==> config.mk <==
export PLATFORM = sky130hd
export DESIGN_NAME = cpc_port_ctrl
export DESIGN_NICKNAME = d
export VERILOG_FILES = /design/src/core/cpc_pkg.sv /design/src/core/cpc_fifo.sv /design/src/core/cpc_port_ctrl.sv
export VERILOG_INCLUDE_DIRS = /design/src /design/src/core
export SDC_FILE = /design/constraint.sdc
export NUM_CORES = 1
export LEC_CHECK = 0
export ABC_AREA = 1
export BUFFER_PORTS_ARGS = -buffer_cell sky130_fd_sc_hd__buf_2
export CORE_ASPECT_RATIO = 1.2
export CORE_MARGIN = 2
export CORE_UTILIZATION = 55
export CTS_CLUSTER_DIAMETER = 60
export DETAILED_ROUTE_END_ITERATION = 7
export PLACE_DENSITY = 0.71
export SLEW_MARGIN = 15
export SYNTH_ARGS = -nofsm -noshare
export SYNTH_HDL_FRONTEND = slang
export SYNTH_SLANG_ARGS = --single-unit
export TNS_END_PERCENT = 5
==> constraint.sdc <==
create_clock -name sys_clk_in -period 5.2 [get_ports sys_clk_in]
set_input_delay 0.52 -clock sys_clk_in [delete_from_list [all_inputs] [get_ports sys_clk_in]]
set_output_delay 0.52 -clock sys_clk_in [all_outputs]
set_load 0.01 [all_outputs]
==> src/core/cpc_defs.svh <==
// constants of the configuration port pin control block
`ifndef CPC_DEFS_SVH
`define CPC_DEFS_SVH

`define CPC_CLK_MHZ          125
`define CPC_CLEAR_NS         1000
`define CPC_CLEAR_CYC        ((`CPC_CLEAR_NS * `CPC_CLK_MHZ + 999) / 1000)
`define CPC_STARTUP_NS       2000
`define CPC_STARTUP_CYC      ((`CPC_STARTUP_NS * `CPC_CLK_MHZ + 999) / 1000)
`define CPC_MCLK_HALF_NS     40
`define CPC_MCLK_HALF_CYC    ((`CPC_MCLK_HALF_NS * `CPC_CLK_MHZ) / 1000)

`define CPC_MODE_SPI         3'h0
`define CPC_MODE_SPI_MULTI_BOOT_MODE        3'h1
`define CPC_MODE_SLV_SPI     3'h2
`define CPC_MODE_MSERIAL     3'h4
`define CPC_MODE_SSERIAL     3'h5
`define CPC_MODE_PARALLEL    3'h7

`define CPC_FLASH_READ_CMD   32'h0300_0000
`define CPC_FLASH_CMD_BITS   6'h20

`define CPC_TAP_IR_CAPTURE   8'h01
`define CPC_TAP_CFG_INSTR    8'h3a
`define CPC_TAP_BYPASS       8'hff

`define CPC_DATA_W           8
`define CPC_FIFO_DEPTH       16

`endif

==> src/core/cpc_pkg.sv <==
// types of the configuration port pin control block
`default_nettype none
package cpc_pkg;

	typedef enum logic [2:0] {
		CPC_PORT_NONE, CPC_PORT_SPI, CPC_PORT_SPI_MULTI_BOOT_MODE, CPC_PORT_SLV_SPI,
		CPC_PORT_MSERIAL, CPC_PORT_SSERIAL, CPC_PORT_PAR, CPC_PORT_TAP
	} cpc_port_t;

	typedef enum logic [2:0] {
		CPC_ST_CLEAR, CPC_ST_INIT, CPC_ST_LOAD, CPC_ST_START, CPC_ST_USER
	} cpc_state_t;

	typedef enum logic [3:0] {
		TAP_RESET, TAP_IDLE, TAP_SEL_DR, TAP_CAP_DR, TAP_SHIFT_DR, TAP_EX1_DR,
		TAP_PAUSE_DR, TAP_EX2_DR, TAP_UPD_DR, TAP_SEL_IR, TAP_CAP_IR,
		TAP_SHIFT_IR, TAP_EX1_IR, TAP_PAUSE_IR, TAP_EX2_IR, TAP_UPD_IR
	} cpc_tap_t;

endpackage
`default_nettype wire

==> src/core/cpc_fifo.sv <==
// synchronous fifo with valid/ready on both sides
`timescale 1ns/1ps
`default_nettype none
module cpc_fifo #(
	parameter int WIDTH = 8,
	parameter int DEPTH = 16
) (
	input  wire logic             sys_clk_in,    // system clock
	input  wire logic             reset_n_in,    // synchronous reset, active low
	input  wire logic             clear_in,      // flush contents
	input  wire logic             in_valid_in,   // write side valid
	output logic                  in_ready_out,  // write side ready (not full)
	input  wire logic [WIDTH-1:0] in_data_in,    // write data
	output logic                  out_valid_out, // read side valid (not empty)
	input  wire logic             out_ready_in,  // read side ready
	output logic [WIDTH-1:0]      out_data_out   // read data
);
	localparam int AW = $clog2(DEPTH);

	logic [WIDTH-1:0] mem_q [DEPTH];
	logic [AW:0]      wr_q;
	logic [AW:0]      wr_d;
	logic [AW:0]      rd_q;
	logic [AW:0]      rd_d;
	logic             push;
	logic             pop;

	always_comb begin
		in_ready_out  = (wr_q[AW] == rd_q[AW]) || (wr_q[AW-1:0] != rd_q[AW-1:0]);
		out_valid_out = (wr_q != rd_q);
		out_data_out  = mem_q[rd_q[AW-1:0]];
		push          = in_valid_in && in_ready_out;
		pop           = out_valid_out && out_ready_in;
		wr_d          = clear_in ? '0 : (push ? wr_q + 1'b1 : wr_q);
		rd_d          = clear_in ? '0 : (pop ? rd_q + 1'b1 : rd_q);
	end

	always_ff @(posedge sys_clk_in) begin
		if (!reset_n_in) begin
			wr_q <= '0;
			rd_q <= '0;
		end else begin
			wr_q <= wr_d;
			rd_q <= rd_d;
		end
	end

	// storage needs no reset: nothing is read before it is written
	always_ff @(posedge sys_clk_in) begin
		if (push) begin
			mem_q[wr_q[AW-1:0]] <= in_data_in;
		end
	end
endmodule
`default_nettype wire

==> src/core/cpc_port_ctrl.sv <==
// configuration port pin control: mode capture, request, ready/done, clocks, selects and test port loading
// Functional notes
// - the three mode pins are captured when the ready indicator rises and the captured value picks the mode only while no port holds the lock.
// - a low reload request starts the configuration sequence over, and the outside party pulls it low to reload.
// - readiness for configuration data is shown on an open-drain ready indicator.
// - the open-drain done indicator is released once loading has finished and startup is running.
// - after power-up the test port becomes the configuration port when its configuration instruction is loaded while no other port holds the lock.
// - in SPI, multi-boot SPI and master serial modes the device drives the master configuration clock itself.
// - the busy indicator is driven in parallel mode, and the same pin carries SPI serial data out in SPI modes.
// - serial data out, chip select out and the SPI flash select share one output pin.
// - the test state machine is clocked by the test clock, steered by mode select and loads from test data in.
// - test data is shifted out on the test data output.
`timescale 1ns/1ps
`default_nettype none
`include "cpc_defs.svh"
module cpc_port_ctrl
	import cpc_pkg::*;
(
	input  wire logic                   sys_clk_in,                    // 125 MHz system clock
	input  wire logic                   reset_n_in,                    // power-up reset, sync, active low
	input  wire logic [2:0]             cfg_mode_in,                   // configuration mode pins
	input  wire logic                   reload_request_n_in,           // reload request pin, active low
	input  wire logic                   ready_for_load_n_in,           // ready pin level read back
	output logic                        ready_for_load_n_out,          // ready pin drive value
	output logic                        ready_for_load_n_oe_n_out,     // ready pin enable, low drives
	input  wire logic                   done_in,                       // done pin level read back
	output logic                        done_out,                      // done pin drive value
	output logic                        done_oe_n_out,                 // done pin enable, low drives
	input  wire logic                   slave_cfg_clock_in,            // slave configuration clock pin
	output logic                        master_clock_out,              // master configuration clock
	output logic                        master_clock_oe_n_out,         // master clock enable, low drives
	output logic                        spi_serial_out,                // busy or SPI serial data out
	input  wire logic                   primary_select_n_in,           // primary / slave SPI select, low
	input  wire logic                   second_select_n_in,            // second select or SPI hold, low
	input  wire logic                   parallel_write_enable_n_in,    // parallel write enable, low
	input  wire logic [`CPC_DATA_W-1:0] parallel_data_in,              // parallel configuration data
	input  wire logic                   serial_data_in,                // serial configuration data in
	output logic                        select_out_n_out,              // serial out / select out / flash select
	input  wire logic                   tck_in,                        // test clock pin
	input  wire logic                   tms_in,                        // test mode select pin
	input  wire logic                   tdi_in,                        // test data in pin
	output logic                        tdo_out,                       // test data out pin
	output logic [`CPC_DATA_W-1:0]      cfg_data_out,                  // configuration byte to the array
	output logic                        cfg_valid_out,                 // configuration byte valid
	input  wire logic                   cfg_ready_in,                  // array takes the byte
	input  wire logic                   load_end_in,                   // array has its last byte
	output logic [2:0]                  selected_port_out,             // locked configuration port
	output logic                        user_mode_out                  // startup finished
);
	localparam int SW = 14 + `CPC_DATA_W;

	function automatic cpc_port_t port_of(input logic [2:0] mode);
		case (mode)
			`CPC_MODE_SPI:      port_of = CPC_PORT_SPI;
			`CPC_MODE_SPI_MULTI_BOOT_MODE:     port_of = CPC_PORT_SPI_MULTI_BOOT_MODE;
			`CPC_MODE_SLV_SPI:  port_of = CPC_PORT_SLV_SPI;
			`CPC_MODE_MSERIAL:  port_of = CPC_PORT_MSERIAL;
			`CPC_MODE_SSERIAL:  port_of = CPC_PORT_SSERIAL;
			`CPC_MODE_PARALLEL: port_of = CPC_PORT_PAR;
			default:            port_of = CPC_PORT_NONE;
		endcase
	endfunction

	function automatic logic is_spi(input cpc_port_t p);
		is_spi = (p == CPC_PORT_SPI) || (p == CPC_PORT_SPI_MULTI_BOOT_MODE);
	endfunction

	function automatic logic is_master(input cpc_port_t p);
		is_master = is_spi(p) || (p == CPC_PORT_MSERIAL);
	endfunction

	function automatic cpc_tap_t tap_next(input cpc_tap_t s, input logic tms);
		case (s)
			TAP_RESET:    tap_next = tms ? TAP_RESET : TAP_IDLE;
			TAP_IDLE:     tap_next = tms ? TAP_SEL_DR : TAP_IDLE;
			TAP_SEL_DR:   tap_next = tms ? TAP_SEL_IR : TAP_CAP_DR;
			TAP_CAP_DR:   tap_next = tms ? TAP_EX1_DR : TAP_SHIFT_DR;
			TAP_SHIFT_DR: tap_next = tms ? TAP_EX1_DR : TAP_SHIFT_DR;
			TAP_EX1_DR:   tap_next = tms ? TAP_UPD_DR : TAP_PAUSE_DR;
			TAP_PAUSE_DR: tap_next = tms ? TAP_EX2_DR : TAP_PAUSE_DR;
			TAP_EX2_DR:   tap_next = tms ? TAP_UPD_DR : TAP_SHIFT_DR;
			TAP_UPD_DR:   tap_next = tms ? TAP_SEL_DR : TAP_IDLE;
			TAP_SEL_IR:   tap_next = tms ? TAP_RESET : TAP_CAP_IR;
			TAP_CAP_IR:   tap_next = tms ? TAP_EX1_IR : TAP_SHIFT_IR;
			TAP_SHIFT_IR: tap_next = tms ? TAP_EX1_IR : TAP_SHIFT_IR;
			TAP_EX1_IR:   tap_next = tms ? TAP_UPD_IR : TAP_PAUSE_IR;
			TAP_PAUSE_IR: tap_next = tms ? TAP_EX2_IR : TAP_PAUSE_IR;
			TAP_EX2_IR:   tap_next = tms ? TAP_UPD_IR : TAP_SHIFT_IR;
			TAP_UPD_IR:   tap_next = tms ? TAP_SEL_DR : TAP_IDLE;
			default:      tap_next = TAP_RESET;
		endcase
	endfunction

	// every pin passes two flip-flops before use
	logic [SW-1:0] pin_raw;
	logic [SW-1:0] sync1_q;
	logic [SW-1:0] sync2_q;

	assign pin_raw = {cfg_mode_in, reload_request_n_in, ready_for_load_n_in, done_in, slave_cfg_clock_in,
		primary_select_n_in, second_select_n_in, parallel_write_enable_n_in, serial_data_in,
		tck_in, tms_in, tdi_in, parallel_data_in};

	genvar g;
	generate
		for (g = 0; g < SW; g++) begin : g_sync
			always_ff @(posedge sys_clk_in) begin
				if (!reset_n_in) begin
					sync1_q[g] <= 1'b1;
					sync2_q[g] <= 1'b1;
				end else begin
					sync1_q[g] <= pin_raw[g];
					sync2_q[g] <= sync1_q[g];
				end
			end
		end
	endgenerate

	logic [2:0]             mode_s;
	logic                   reload_n_s;
	logic                   ready_rb_s;
	logic                   done_rb_s;
	logic                   sclk_s;
	logic                   psel_n_s;
	logic                   ssel_n_s;
	logic                   wen_n_s;
	logic                   sdin_s;
	logic                   tck_s;
	logic                   tms_s;
	logic                   tdi_s;
	logic [`CPC_DATA_W-1:0] pdata_s;

	assign {mode_s, reload_n_s, ready_rb_s, done_rb_s, sclk_s, psel_n_s, ssel_n_s, wen_n_s, sdin_s,
		tck_s, tms_s, tdi_s, pdata_s} = sync2_q;

	cpc_state_t             state_q, state_d;
	cpc_port_t              port_q, port_d;
	cpc_tap_t               tap_q, tap_d;
	logic [2:0]             mode_q, mode_d;
	logic [7:0]             cnt_q, cnt_d;
	logic [2:0]             edge_q, edge_d;
	logic [2:0]             div_q, div_d;
	logic                   mclk_q, mclk_d;
	logic [31:0]            cmd_q, cmd_d;
	logic [5:0]             cmd_cnt_q, cmd_cnt_d;
	logic                   so_q, so_d;
	logic                   sel_q, sel_d;
	logic                   dout_q, dout_d;
	logic [6:0]             asm_q, asm_d;
	logic [2:0]             acnt_q, acnt_d;
	logic                   push_q, push_d;
	logic [`CPC_DATA_W-1:0] pbyte_q, pbyte_d;
	logic [7:0]             ir_q, ir_d;
	logic [7:0]             ir_sh_q, ir_sh_d;
	logic                   dr_bit_q, dr_bit_d;
	logic                   tdo_q, tdo_d;

	logic                   sclk_rise;
	logic                   tck_rise;
	logic                   tck_fall;
	logic                   ready_rise;
	logic                   loading;
	logic                   bit_ev;
	logic                   bit_val;
	logic                   fifo_in_ready;

	always_comb begin
		state_d   = state_q;
		port_d    = port_q;
		tap_d     = tap_q;
		mode_d    = mode_q;
		cnt_d     = cnt_q;
		edge_d    = {sclk_s, tck_s, ready_rb_s};
		div_d     = div_q;
		mclk_d    = mclk_q;
		cmd_d     = cmd_q;
		cmd_cnt_d = cmd_cnt_q;
		so_d      = so_q;
		dout_d    = dout_q;
		asm_d     = asm_q;
		acnt_d    = acnt_q;
		push_d    = 1'b0;
		pbyte_d   = pbyte_q;
		ir_d      = ir_q;
		ir_sh_d   = ir_sh_q;
		dr_bit_d  = dr_bit_q;
		tdo_d     = tdo_q;
		bit_ev    = 1'b0;
		bit_val   = 1'b0;
		sclk_rise  = sclk_s & ~edge_q[2];
		tck_rise   = tck_s & ~edge_q[1];
		tck_fall   = ~tck_s & edge_q[1];
		ready_rise = ready_rb_s & ~edge_q[0];
		loading    = (state_q == CPC_ST_LOAD);

		// top level sequence; later states are reached only through the earlier ones
		case (state_q)
			CPC_ST_CLEAR: begin
				cnt_d = cnt_q + 8'h01;
				if (cnt_q == 8'(`CPC_CLEAR_CYC - 1)) begin
					state_d = CPC_ST_INIT;
					cnt_d   = 8'h00;
				end
			end
			CPC_ST_INIT: begin
				// an outside party may hold the ready pin low to delay loading
				if (ready_rise) begin
					mode_d  = mode_s;
					state_d = CPC_ST_LOAD;
					if (port_q == CPC_PORT_NONE) begin
						port_d = port_of(mode_s);
					end
					cmd_d     = `CPC_FLASH_READ_CMD;
					so_d      = cmd_d[31];
					cmd_cnt_d = is_spi(port_of(mode_s)) && (port_q == CPC_PORT_NONE) ? 6'h00 : `CPC_FLASH_CMD_BITS;
					if (port_q != CPC_PORT_NONE) begin
						cmd_cnt_d = is_spi(port_q) ? 6'h00 : `CPC_FLASH_CMD_BITS;
					end
				end
			end
			CPC_ST_LOAD: begin
				if (load_end_in) begin
					state_d = CPC_ST_START;
				end
			end
			CPC_ST_START: begin
				// startup waits while another device still holds done low
				if (done_rb_s) begin
					cnt_d = cnt_q + 8'h01;
					if (cnt_q == 8'(`CPC_STARTUP_CYC - 1)) begin
						state_d = CPC_ST_USER;
					end
				end
			end
			CPC_ST_USER: ;
			default: state_d = CPC_ST_CLEAR;
		endcase

		// master clock: stops while the fifo is full, so a master load never overruns
		if (loading && is_master(port_q) && fifo_in_ready) begin
			div_d = div_q + 3'h1;
			if (div_q == 3'(`CPC_MCLK_HALF_CYC - 1)) begin
				div_d  = 3'h0;
				mclk_d = ~mclk_q;
				if (!mclk_q) begin
					if (cmd_cnt_q != `CPC_FLASH_CMD_BITS) begin
						cmd_cnt_d = cmd_cnt_q + 6'h01;
					end else begin
						bit_ev  = 1'b1;
						bit_val = sdin_s;
					end
				end else if (cmd_cnt_q != `CPC_FLASH_CMD_BITS) begin
					cmd_d = {cmd_q[30:0], 1'b0};
					so_d  = cmd_q[30];
				end
			end
		end

		// slave ports sample on the rising edge of the outside clock
		if (sclk_rise) begin
			case (port_q)
				CPC_PORT_SLV_SPI: if (loading && !psel_n_s && ssel_n_s) begin
					bit_ev  = 1'b1;
					bit_val = sdin_s;
				end
				CPC_PORT_SSERIAL: begin
					if (loading) begin
						bit_ev  = 1'b1;
						bit_val = sdin_s;
					end
					dout_d = sdin_s;
				end
				CPC_PORT_PAR: if (loading && !psel_n_s && !ssel_n_s && !wen_n_s) begin
					push_d  = 1'b1;
					pbyte_d = pdata_s;
				end
				default: ;
			endcase
		end

		// test access port on the sampled test clock
		if (tck_rise) begin
			tap_d = tap_next(tap_q, tms_s);
			case (tap_q)
				TAP_RESET:    ir_d = `CPC_TAP_BYPASS;
				TAP_CAP_IR:   ir_sh_d = `CPC_TAP_IR_CAPTURE;
				TAP_SHIFT_IR: ir_sh_d = {tdi_s, ir_sh_q[7:1]};
				TAP_UPD_IR: begin
					ir_d = ir_sh_q;
					// a second port is refused once any port holds the lock
					if (ir_sh_q == `CPC_TAP_CFG_INSTR && port_q == CPC_PORT_NONE) begin
						port_d = CPC_PORT_TAP;
					end
				end
				TAP_CAP_DR:   dr_bit_d = 1'b0;
				TAP_SHIFT_DR: begin
					dr_bit_d = tdi_s;
					if (ir_q == `CPC_TAP_CFG_INSTR && port_q == CPC_PORT_TAP && loading) begin
						bit_ev  = 1'b1;
						bit_val = tdi_s;
					end
				end
				default: ;
			endcase
		end
		if (tck_fall) begin
			tdo_d = (tap_q == TAP_SHIFT_IR) ? ir_sh_q[0] : ((tap_q == TAP_SHIFT_DR) ? dr_bit_q : 1'b0);
		end

		// serial bits gather msb first; a byte that meets a full fifo is lost
		if (bit_ev) begin
			asm_d  = {asm_q[5:0], bit_val};
			acnt_d = acnt_q + 3'h1;
			if (acnt_q == 3'h7) begin
				push_d  = 1'b1;
				pbyte_d = {asm_q, bit_val};
			end
		end

		case (port_q)
			CPC_PORT_SPI, CPC_PORT_SPI_MULTI_BOOT_MODE:         sel_d = ~loading;
			CPC_PORT_MSERIAL, CPC_PORT_SSERIAL: sel_d = dout_d;
			CPC_PORT_PAR:                        sel_d = ~(state_d == CPC_ST_START || state_d == CPC_ST_USER);
			default:                             sel_d = 1'b1;
		endcase

		// a reload request resets the sequence, counters, byte assembly and master clock, but not the port lock or the test access port
		if (!reload_n_s) begin
			state_d   = CPC_ST_CLEAR;
			cnt_d     = 8'h00;
			asm_d     = 7'h00;
			acnt_d    = 3'h0;
			push_d    = 1'b0;
			mclk_d    = 1'b0;
			div_d     = 3'h0;
		end
	end

	always_ff @(posedge sys_clk_in) begin
		if (!reset_n_in) begin
			state_q   <= CPC_ST_CLEAR;
			port_q    <= CPC_PORT_NONE;
			tap_q     <= TAP_RESET;
			mode_q    <= 3'h0;
			cnt_q     <= 8'h00;
			edge_q    <= 3'h7;
			div_q     <= 3'h0;
			mclk_q    <= 1'b0;
			cmd_q     <= 32'h0000_0000;
			cmd_cnt_q <= 6'h00;
			so_q      <= 1'b0;
			sel_q     <= 1'b1;
			dout_q    <= 1'b0;
			asm_q     <= 7'h00;
			acnt_q    <= 3'h0;
			push_q    <= 1'b0;
			pbyte_q   <= 8'h00;
			ir_q      <= `CPC_TAP_BYPASS;
			ir_sh_q   <= 8'h00;
			dr_bit_q  <= 1'b0;
			tdo_q     <= 1'b0;
		end else begin
			state_q   <= state_d;
			port_q    <= port_d;
			tap_q     <= tap_d;
			mode_q    <= mode_d;
			cnt_q     <= cnt_d;
			edge_q    <= edge_d;
			div_q     <= div_d;
			mclk_q    <= mclk_d;
			cmd_q     <= cmd_d;
			cmd_cnt_q <= cmd_cnt_d;
			so_q      <= so_d;
			sel_q     <= sel_d;
			dout_q    <= dout_d;
			asm_q     <= asm_d;
			acnt_q    <= acnt_d;
			push_q    <= push_d;
			pbyte_q   <= pbyte_d;
			ir_q      <= ir_d;
			ir_sh_q   <= ir_sh_d;
			dr_bit_q  <= dr_bit_d;
			tdo_q     <= tdo_d;
		end
	end

	cpc_fifo #(
		.WIDTH (`CPC_DATA_W),
		.DEPTH (`CPC_FIFO_DEPTH)
	) u_fifo (
		.sys_clk_in    (sys_clk_in),
		.reset_n_in    (reset_n_in),
		.clear_in      (state_q == CPC_ST_CLEAR),
		.in_valid_in   (push_q),
		.in_ready_out  (fifo_in_ready),
		.in_data_in    (pbyte_q),
		.out_valid_out (cfg_valid_out),
		.out_ready_in  (cfg_ready_in),
		.out_data_out  (cfg_data_out)
	);

	assign ready_for_load_n_out      = 1'b0;
	assign ready_for_load_n_oe_n_out = (state_q != CPC_ST_CLEAR);
	assign done_out                  = 1'b0;
	assign done_oe_n_out             = (state_q == CPC_ST_START) || (state_q == CPC_ST_USER);
	assign master_clock_out          = mclk_q;
	assign master_clock_oe_n_out     = ~is_master(port_q);
	assign spi_serial_out            = is_spi(port_q) ? so_q : ((port_q == CPC_PORT_PAR) && !fifo_in_ready);
	assign select_out_n_out          = sel_q;
	assign tdo_out                   = tdo_q;
	assign selected_port_out         = port_q;
	assign user_mode_out             = (state_q == CPC_ST_USER);
endmodule
`default_nettype wire

# After elaboration in Yosys (flattened, before gate mapping)
# Memory sizes are Yosys's and may differ from the RTL's. A register that Yosys moved wholly into a read port is not among the register bits.
# Index checks and enable logic that the tools add are counted.
[op_classes]
n_addsub = 6
multipliers = 0
div_mod_pow = 0
n_lt_le_gt_ge = 0
n_eq_ne = 46
shifts = 0
muxes = 98
n_bitwise = 13
reduce_logical = 45
[op_table]
columns = ["op", "count"]
rows = [
  ["$mux W32", 6],
  ["$mux W8", 7],
  ["$mux W6", 9],
  ["$mux W3", 16],
  ["$pmux W4 S12", 1],
  ["$pmux W8 S2", 3],
  ["$mux W1", 41],
  ["$eq A3 B3 Y1 const B", 11],
  ["$eq A4 B4 Y1 const B", 8],
  ["$mux W4", 6],
  ["$eq A3 B2 Y1 const B", 7],
  ["$pmux W3 S6", 1],
  ["$eq A4 B3 Y1 const B", 4],
  ["$eq A8 B6 Y1 const B", 2],
  ["$pmux W3 S5", 1],
  ["$logic_and A1 B1 Y1", 13],
  ["$eq A3 B1 Y1 const B", 4],
  ["$reduce_and A2 Y1", 6],
  ["$add A5 B1 Y5 const B", 2],
  ["$reduce_or A2 Y1", 5],
  ["$logic_not A3 Y1", 3],
  ["$not A1 Y1", 9],
  ["$add A8 B1 Y8 const B", 1],
  ["$eq A4 B2 Y1 const B", 2],
  ["other kinds (20)", 40],
]
[word_totals]
reg_bits = 157
latch_bits = 0
ram_bits = 128
mem_bits_ro = 0
in_bits = 26
output_inout_bits = 22
word_cells = 275
mem_count = 1
[memory_table]
columns = ["memory", "words", "width", "read_ports", "rd_clocked_by_memory_dff", "write_ports", "line", "text"]
rows = [
  ["u_fifo.mem_q", 16, 8, 1, 1, 1, "cpc_fifo.sv:20", "logic [WIDTH-1:0] mem_q [DEPTH];"],
]

# Longest topological paths before layout
[logic_depth]
ltp_word = 15
ltp_mapped = 13
ltp_nobuf = 12

# Hierarchy
# Synthesis repeated with hierarchy kept, for this count alone.
[hier_totals]
cells_unflattened = 1345
hier_area_um2 = 12238.0
[modules_own_cells]
columns = ["mod", "instances", "cells_per_inst", "area_per_inst_um2"]
rows = [
  ["cpc_port_ctrl", 1, 811, 6272.3],
  ["cpc_fifo", 1, 534, 5965.7],
]

# Worst setup path after synthesis
# Ideal clock, no wire load.
[synth_timing]
path_type = "register to register"
from = "register u_fifo.wr_q[0]"
to = "memory u_fifo.mem_q[11][0] (enable)"
setup_time_ns = 0.370
t_arrival_ns = 1.494
required_time_ns = 4.830
slack_ns = 3.335
path_stages_with_launch = 10
path_buffers = 0
path_cell_list = "dfxtp_1 inv_1 nand2_1 nand2_1 nor2_1 nand3_4 nand2_1 inv_1 nand3_1 nor2_1"
[synth_between]
elab_chain_cells = 5
[synth_rtl]
columns = ["element", "line", "text"]
rows = [
  ["start: declaration", "cpc_fifo.sv:21", "logic [AW:0] wr_q;"],
  ["start signal: assignment", "cpc_fifo.sv:43", "wr_q <= wr_d;"],
  ["$ne A4 B4 Y1", "cpc_fifo.sv:29", "in_ready_out = (wr_q[AW] == rd_q[AW]) || (wr_q[AW-1:0] != rd_q[AW-1:0]);"],
  ["$logic_or A1 B1 Y1", "cpc_fifo.sv:29", ""],
  ["$logic_and A1 B1 Y1", "cpc_fifo.sv:32", "push = in_valid_in && in_ready_out;"],
  ["$mux W1", "cpc_fifo.sv:50", "if (push) begin"],
  ["$mux W1 (implied by the code)", "cpc_fifo.sv:51", "mem_q[wr_q[AW-1:0]] <= in_data_in;"],
  ["end: declaration", "cpc_fifo.sv:20", ""],
]
# Parallel ways exist; a longest one is shown, timed or not.

==> results.cfg <==
[synth]
yosysSeqAreaShare = 0.5819
synth.most_common_cell = nand2_1
synth_edf_count = 128
synth_top_cells_by_count = 241 x nand2_1, 160 x dfxtp_1, 128 x edfxtp_1
synth_top_flop_cell = dfxtp_1
yosys-top-cells-area = edfxtp_1 32%, dfxtp_1 26%, nand2_1 7.5%
synth_top_area_share = 0.3174
avgSynthCellArea_um2 = 9.696
async_reset_ff_frac = 0
netlist_instances = 1249
ys_ff_latch = 288
yosys_warnings = 0
synth_top_area_cell = edfxtp_1
synth_area_um2 = 12110
ys_types = 52

[critical_path]
critPathKind = flop to output pin
critPathCaptureType = output pin
critPathRequiredTime_ns = 4.68
r2r_start = u_fifo.wr_q[0]
cp_max_fo = 96
worstPathArrival_ns = 2.49
start_kind = flop

[global_route]
grt_max_degree = 97
grt_pass1_wl_um = 40510
grt_pass1_vias = 8175
grt_overflow_total = 0
track_usage = 0.2097
grt_antenna_before_repair = 0

[floorplan]
start_util = 0.5599
core-area_um2 = 21630
io_pins = 48
die_x_um = 139.5
die_h_um = 166.6
rows = 59
dieArea_um2 = 23230

[drt]
wl_um = 24270
drc = 0
drtAntennaViolNets = 0
vias = 8534
drtIter0Drc = 501
vias_per_cell = 5.418
avgRoutedWirePerCell_um = 15.41
drt_first_pass_iters = 5

[clock_network]
cts_resized = 0
clock-sinks = 288
cts_tree = done
h-tree-depth = 1
cts.clk_slew.worst_paths_ns = 0.06
post_cts_buffers = 0
cts_made_buffers = 28
root_buffer = clkbuf_16
clkLatencyLatePin_ns = 0.54
clockBufferDepth = 3
ctsHoldBuffers = 0

[sta]
rsz0062_at_grt = false
maxSlewHeadroom = 0.2981
tns_ns = 0
min_period_over_period = 0.5792
period_minus_slack_ns = 3.012
fmax_mhz = 332.0
setup-violations-final = 0
final-hold-violation-count = 0
finClkSkew_ns = 0.01470
slew_viol_final = 0
worstMarginPinSlew_ns = 1.053

[worst_hold_path]
min_path_type = input port to flop
hold_start = cfg_mode_in[0]

[cells_and_area]
area_growth_pct = 10.32
finalNetCount = 1320
diodes = 0
fillers = 1826
final_cells = 1575
drive_gt1_frac = 0.1545

[power_and_ir_drop]
p_switching_mw = 0.8914
p_comb_frac = 0.015
irDropWorstVdd_v = 0.0003187
p_int_mw = 3.492
clkPwrFrac = 0.445
power.leakage_nw = 4.957
p_seq_frac = 0.540
power_density_nw_per_um2 = 328.1
swShare = 0.2034

[run]
cap_viol_max_count = 0

[place]
port_buffers = 45
hpwlAfterDp_um = 16190
dp_cells = 1524
place.gp.congestion = 0.8340

[outcome]
outcome = complete, no violations
cell families (layout without fill, tap and decap cells):
group,count (synthesis),in the layout,synth area share
fa+ha+maj,14,14,0.01446
xor+xnor,4,4,0.002893
other cells,1,2,0.0003097
flops,288,288,0.5819
buf+inv,178,229,0.06158
simple gates,477,477,0.1802
mux,32,32,0.02645
compound gates,255,255,0.1322
critical path: stages, from the launching register on:
cell      delay [ns]
dfxtp_4         1.02
a21oi_1         0.14
o21ai_0         0.11
o21ai_0         0.12
o211ai_1        0.25
nand2_1         0.11
buf_2           0.15
final timing paths:
kind / end / slack (ns) / cells after the start
max: cfg_data_out[0] / 2.19 / 6
min: sync1_q[19] / 0.17 / 2
max reg2reg: u_fifo.mem_q[8][4] / 2.79 / 9
min reg2reg: ready_rb_s / 0.40 / 1
routing by layer:
layer,up-vias,GRT usage,share of wire
li1,4300,-,-
met3,41,0.02415,0.040
met5,-,0,0
met2,180,0.3745,0.50
met4,0,0.06105,0.025
met1,4013,0.2686,0.43
state kept, by name, indices dropped and copies added (netlist names), 4 cells and up, named ones only:
signal,cells
cmd_cnt_q,6
cnt_q,8
ir_q,8
pdata_s,8
pbyte_q,8
sync1_q,22
u_fifo.rd_q,5
u_fifo.wr_q,5
cmd_q,31
u_fifo.mem_q,128
asm_q,7
tap_q,4
ir_sh_q,8
final cells by class:
| class | count | area, µm² | area share |
|---|---|---|---|
| repair buffers | 51 | 270.3 | 0.02023 |
| clock inverters | 15 | 122.6 | 0.009178 |
| clock buffers | 36 | 773.2 | 0.05788 |
| inverters | 127 | 479.2 | 0.03587 |
| well taps | 274 | 342.8 | 0.02566 |
| multi-input cells | 784 | 4322 | 0.3235 |
| flip-flops and latches | 288 | 7051 | 0.5277 |
placed cells by master, fill, tap and decap left out, types with 29 or more instances in the layout:
cell type	n
a21oi_1	75
buf_2	45
nand2_1	241
o211ai_1	35
edfxtp_1	128
clkbuf_16	29
nor2_1	86
inv_1	117
mux2i_1	32
o21ai_0	84
dfxtp_1	159
nand3_1	53
or2_2	46
power by group through the flow:
stage	combinational, mW	sequential (mW)	clock (mW)
after global routing	0.0749	2.37	2.08
after floorplan	0.0494	2.42	0
final	0.0656	2.37	1.95
after detailed placement	0.0663	2.42	0
after global placement	0.0651	2.42	0
after CTS	0.0667	2.37	1.99
through the flow:
stage          hold WS, ns  power, mW  cell area, µm²  setup WS [ns]    util
3_3_place_gp        0.3943      2.484           12460          2.704  0.5763
5_1_grt             0.1600      4.525           13360          1.964  0.6177
2_1_floorplan       0.3915      2.466           12110          3.335       -
6_report            0.1686      4.384           13360          2.188  0.6177
3_5_place_dp        0.3976      2.485           12460          2.637  0.5763
4_1_cts             0.1490      4.424           13360          2.158  0.6177
(Power assumes the default switching activity.)
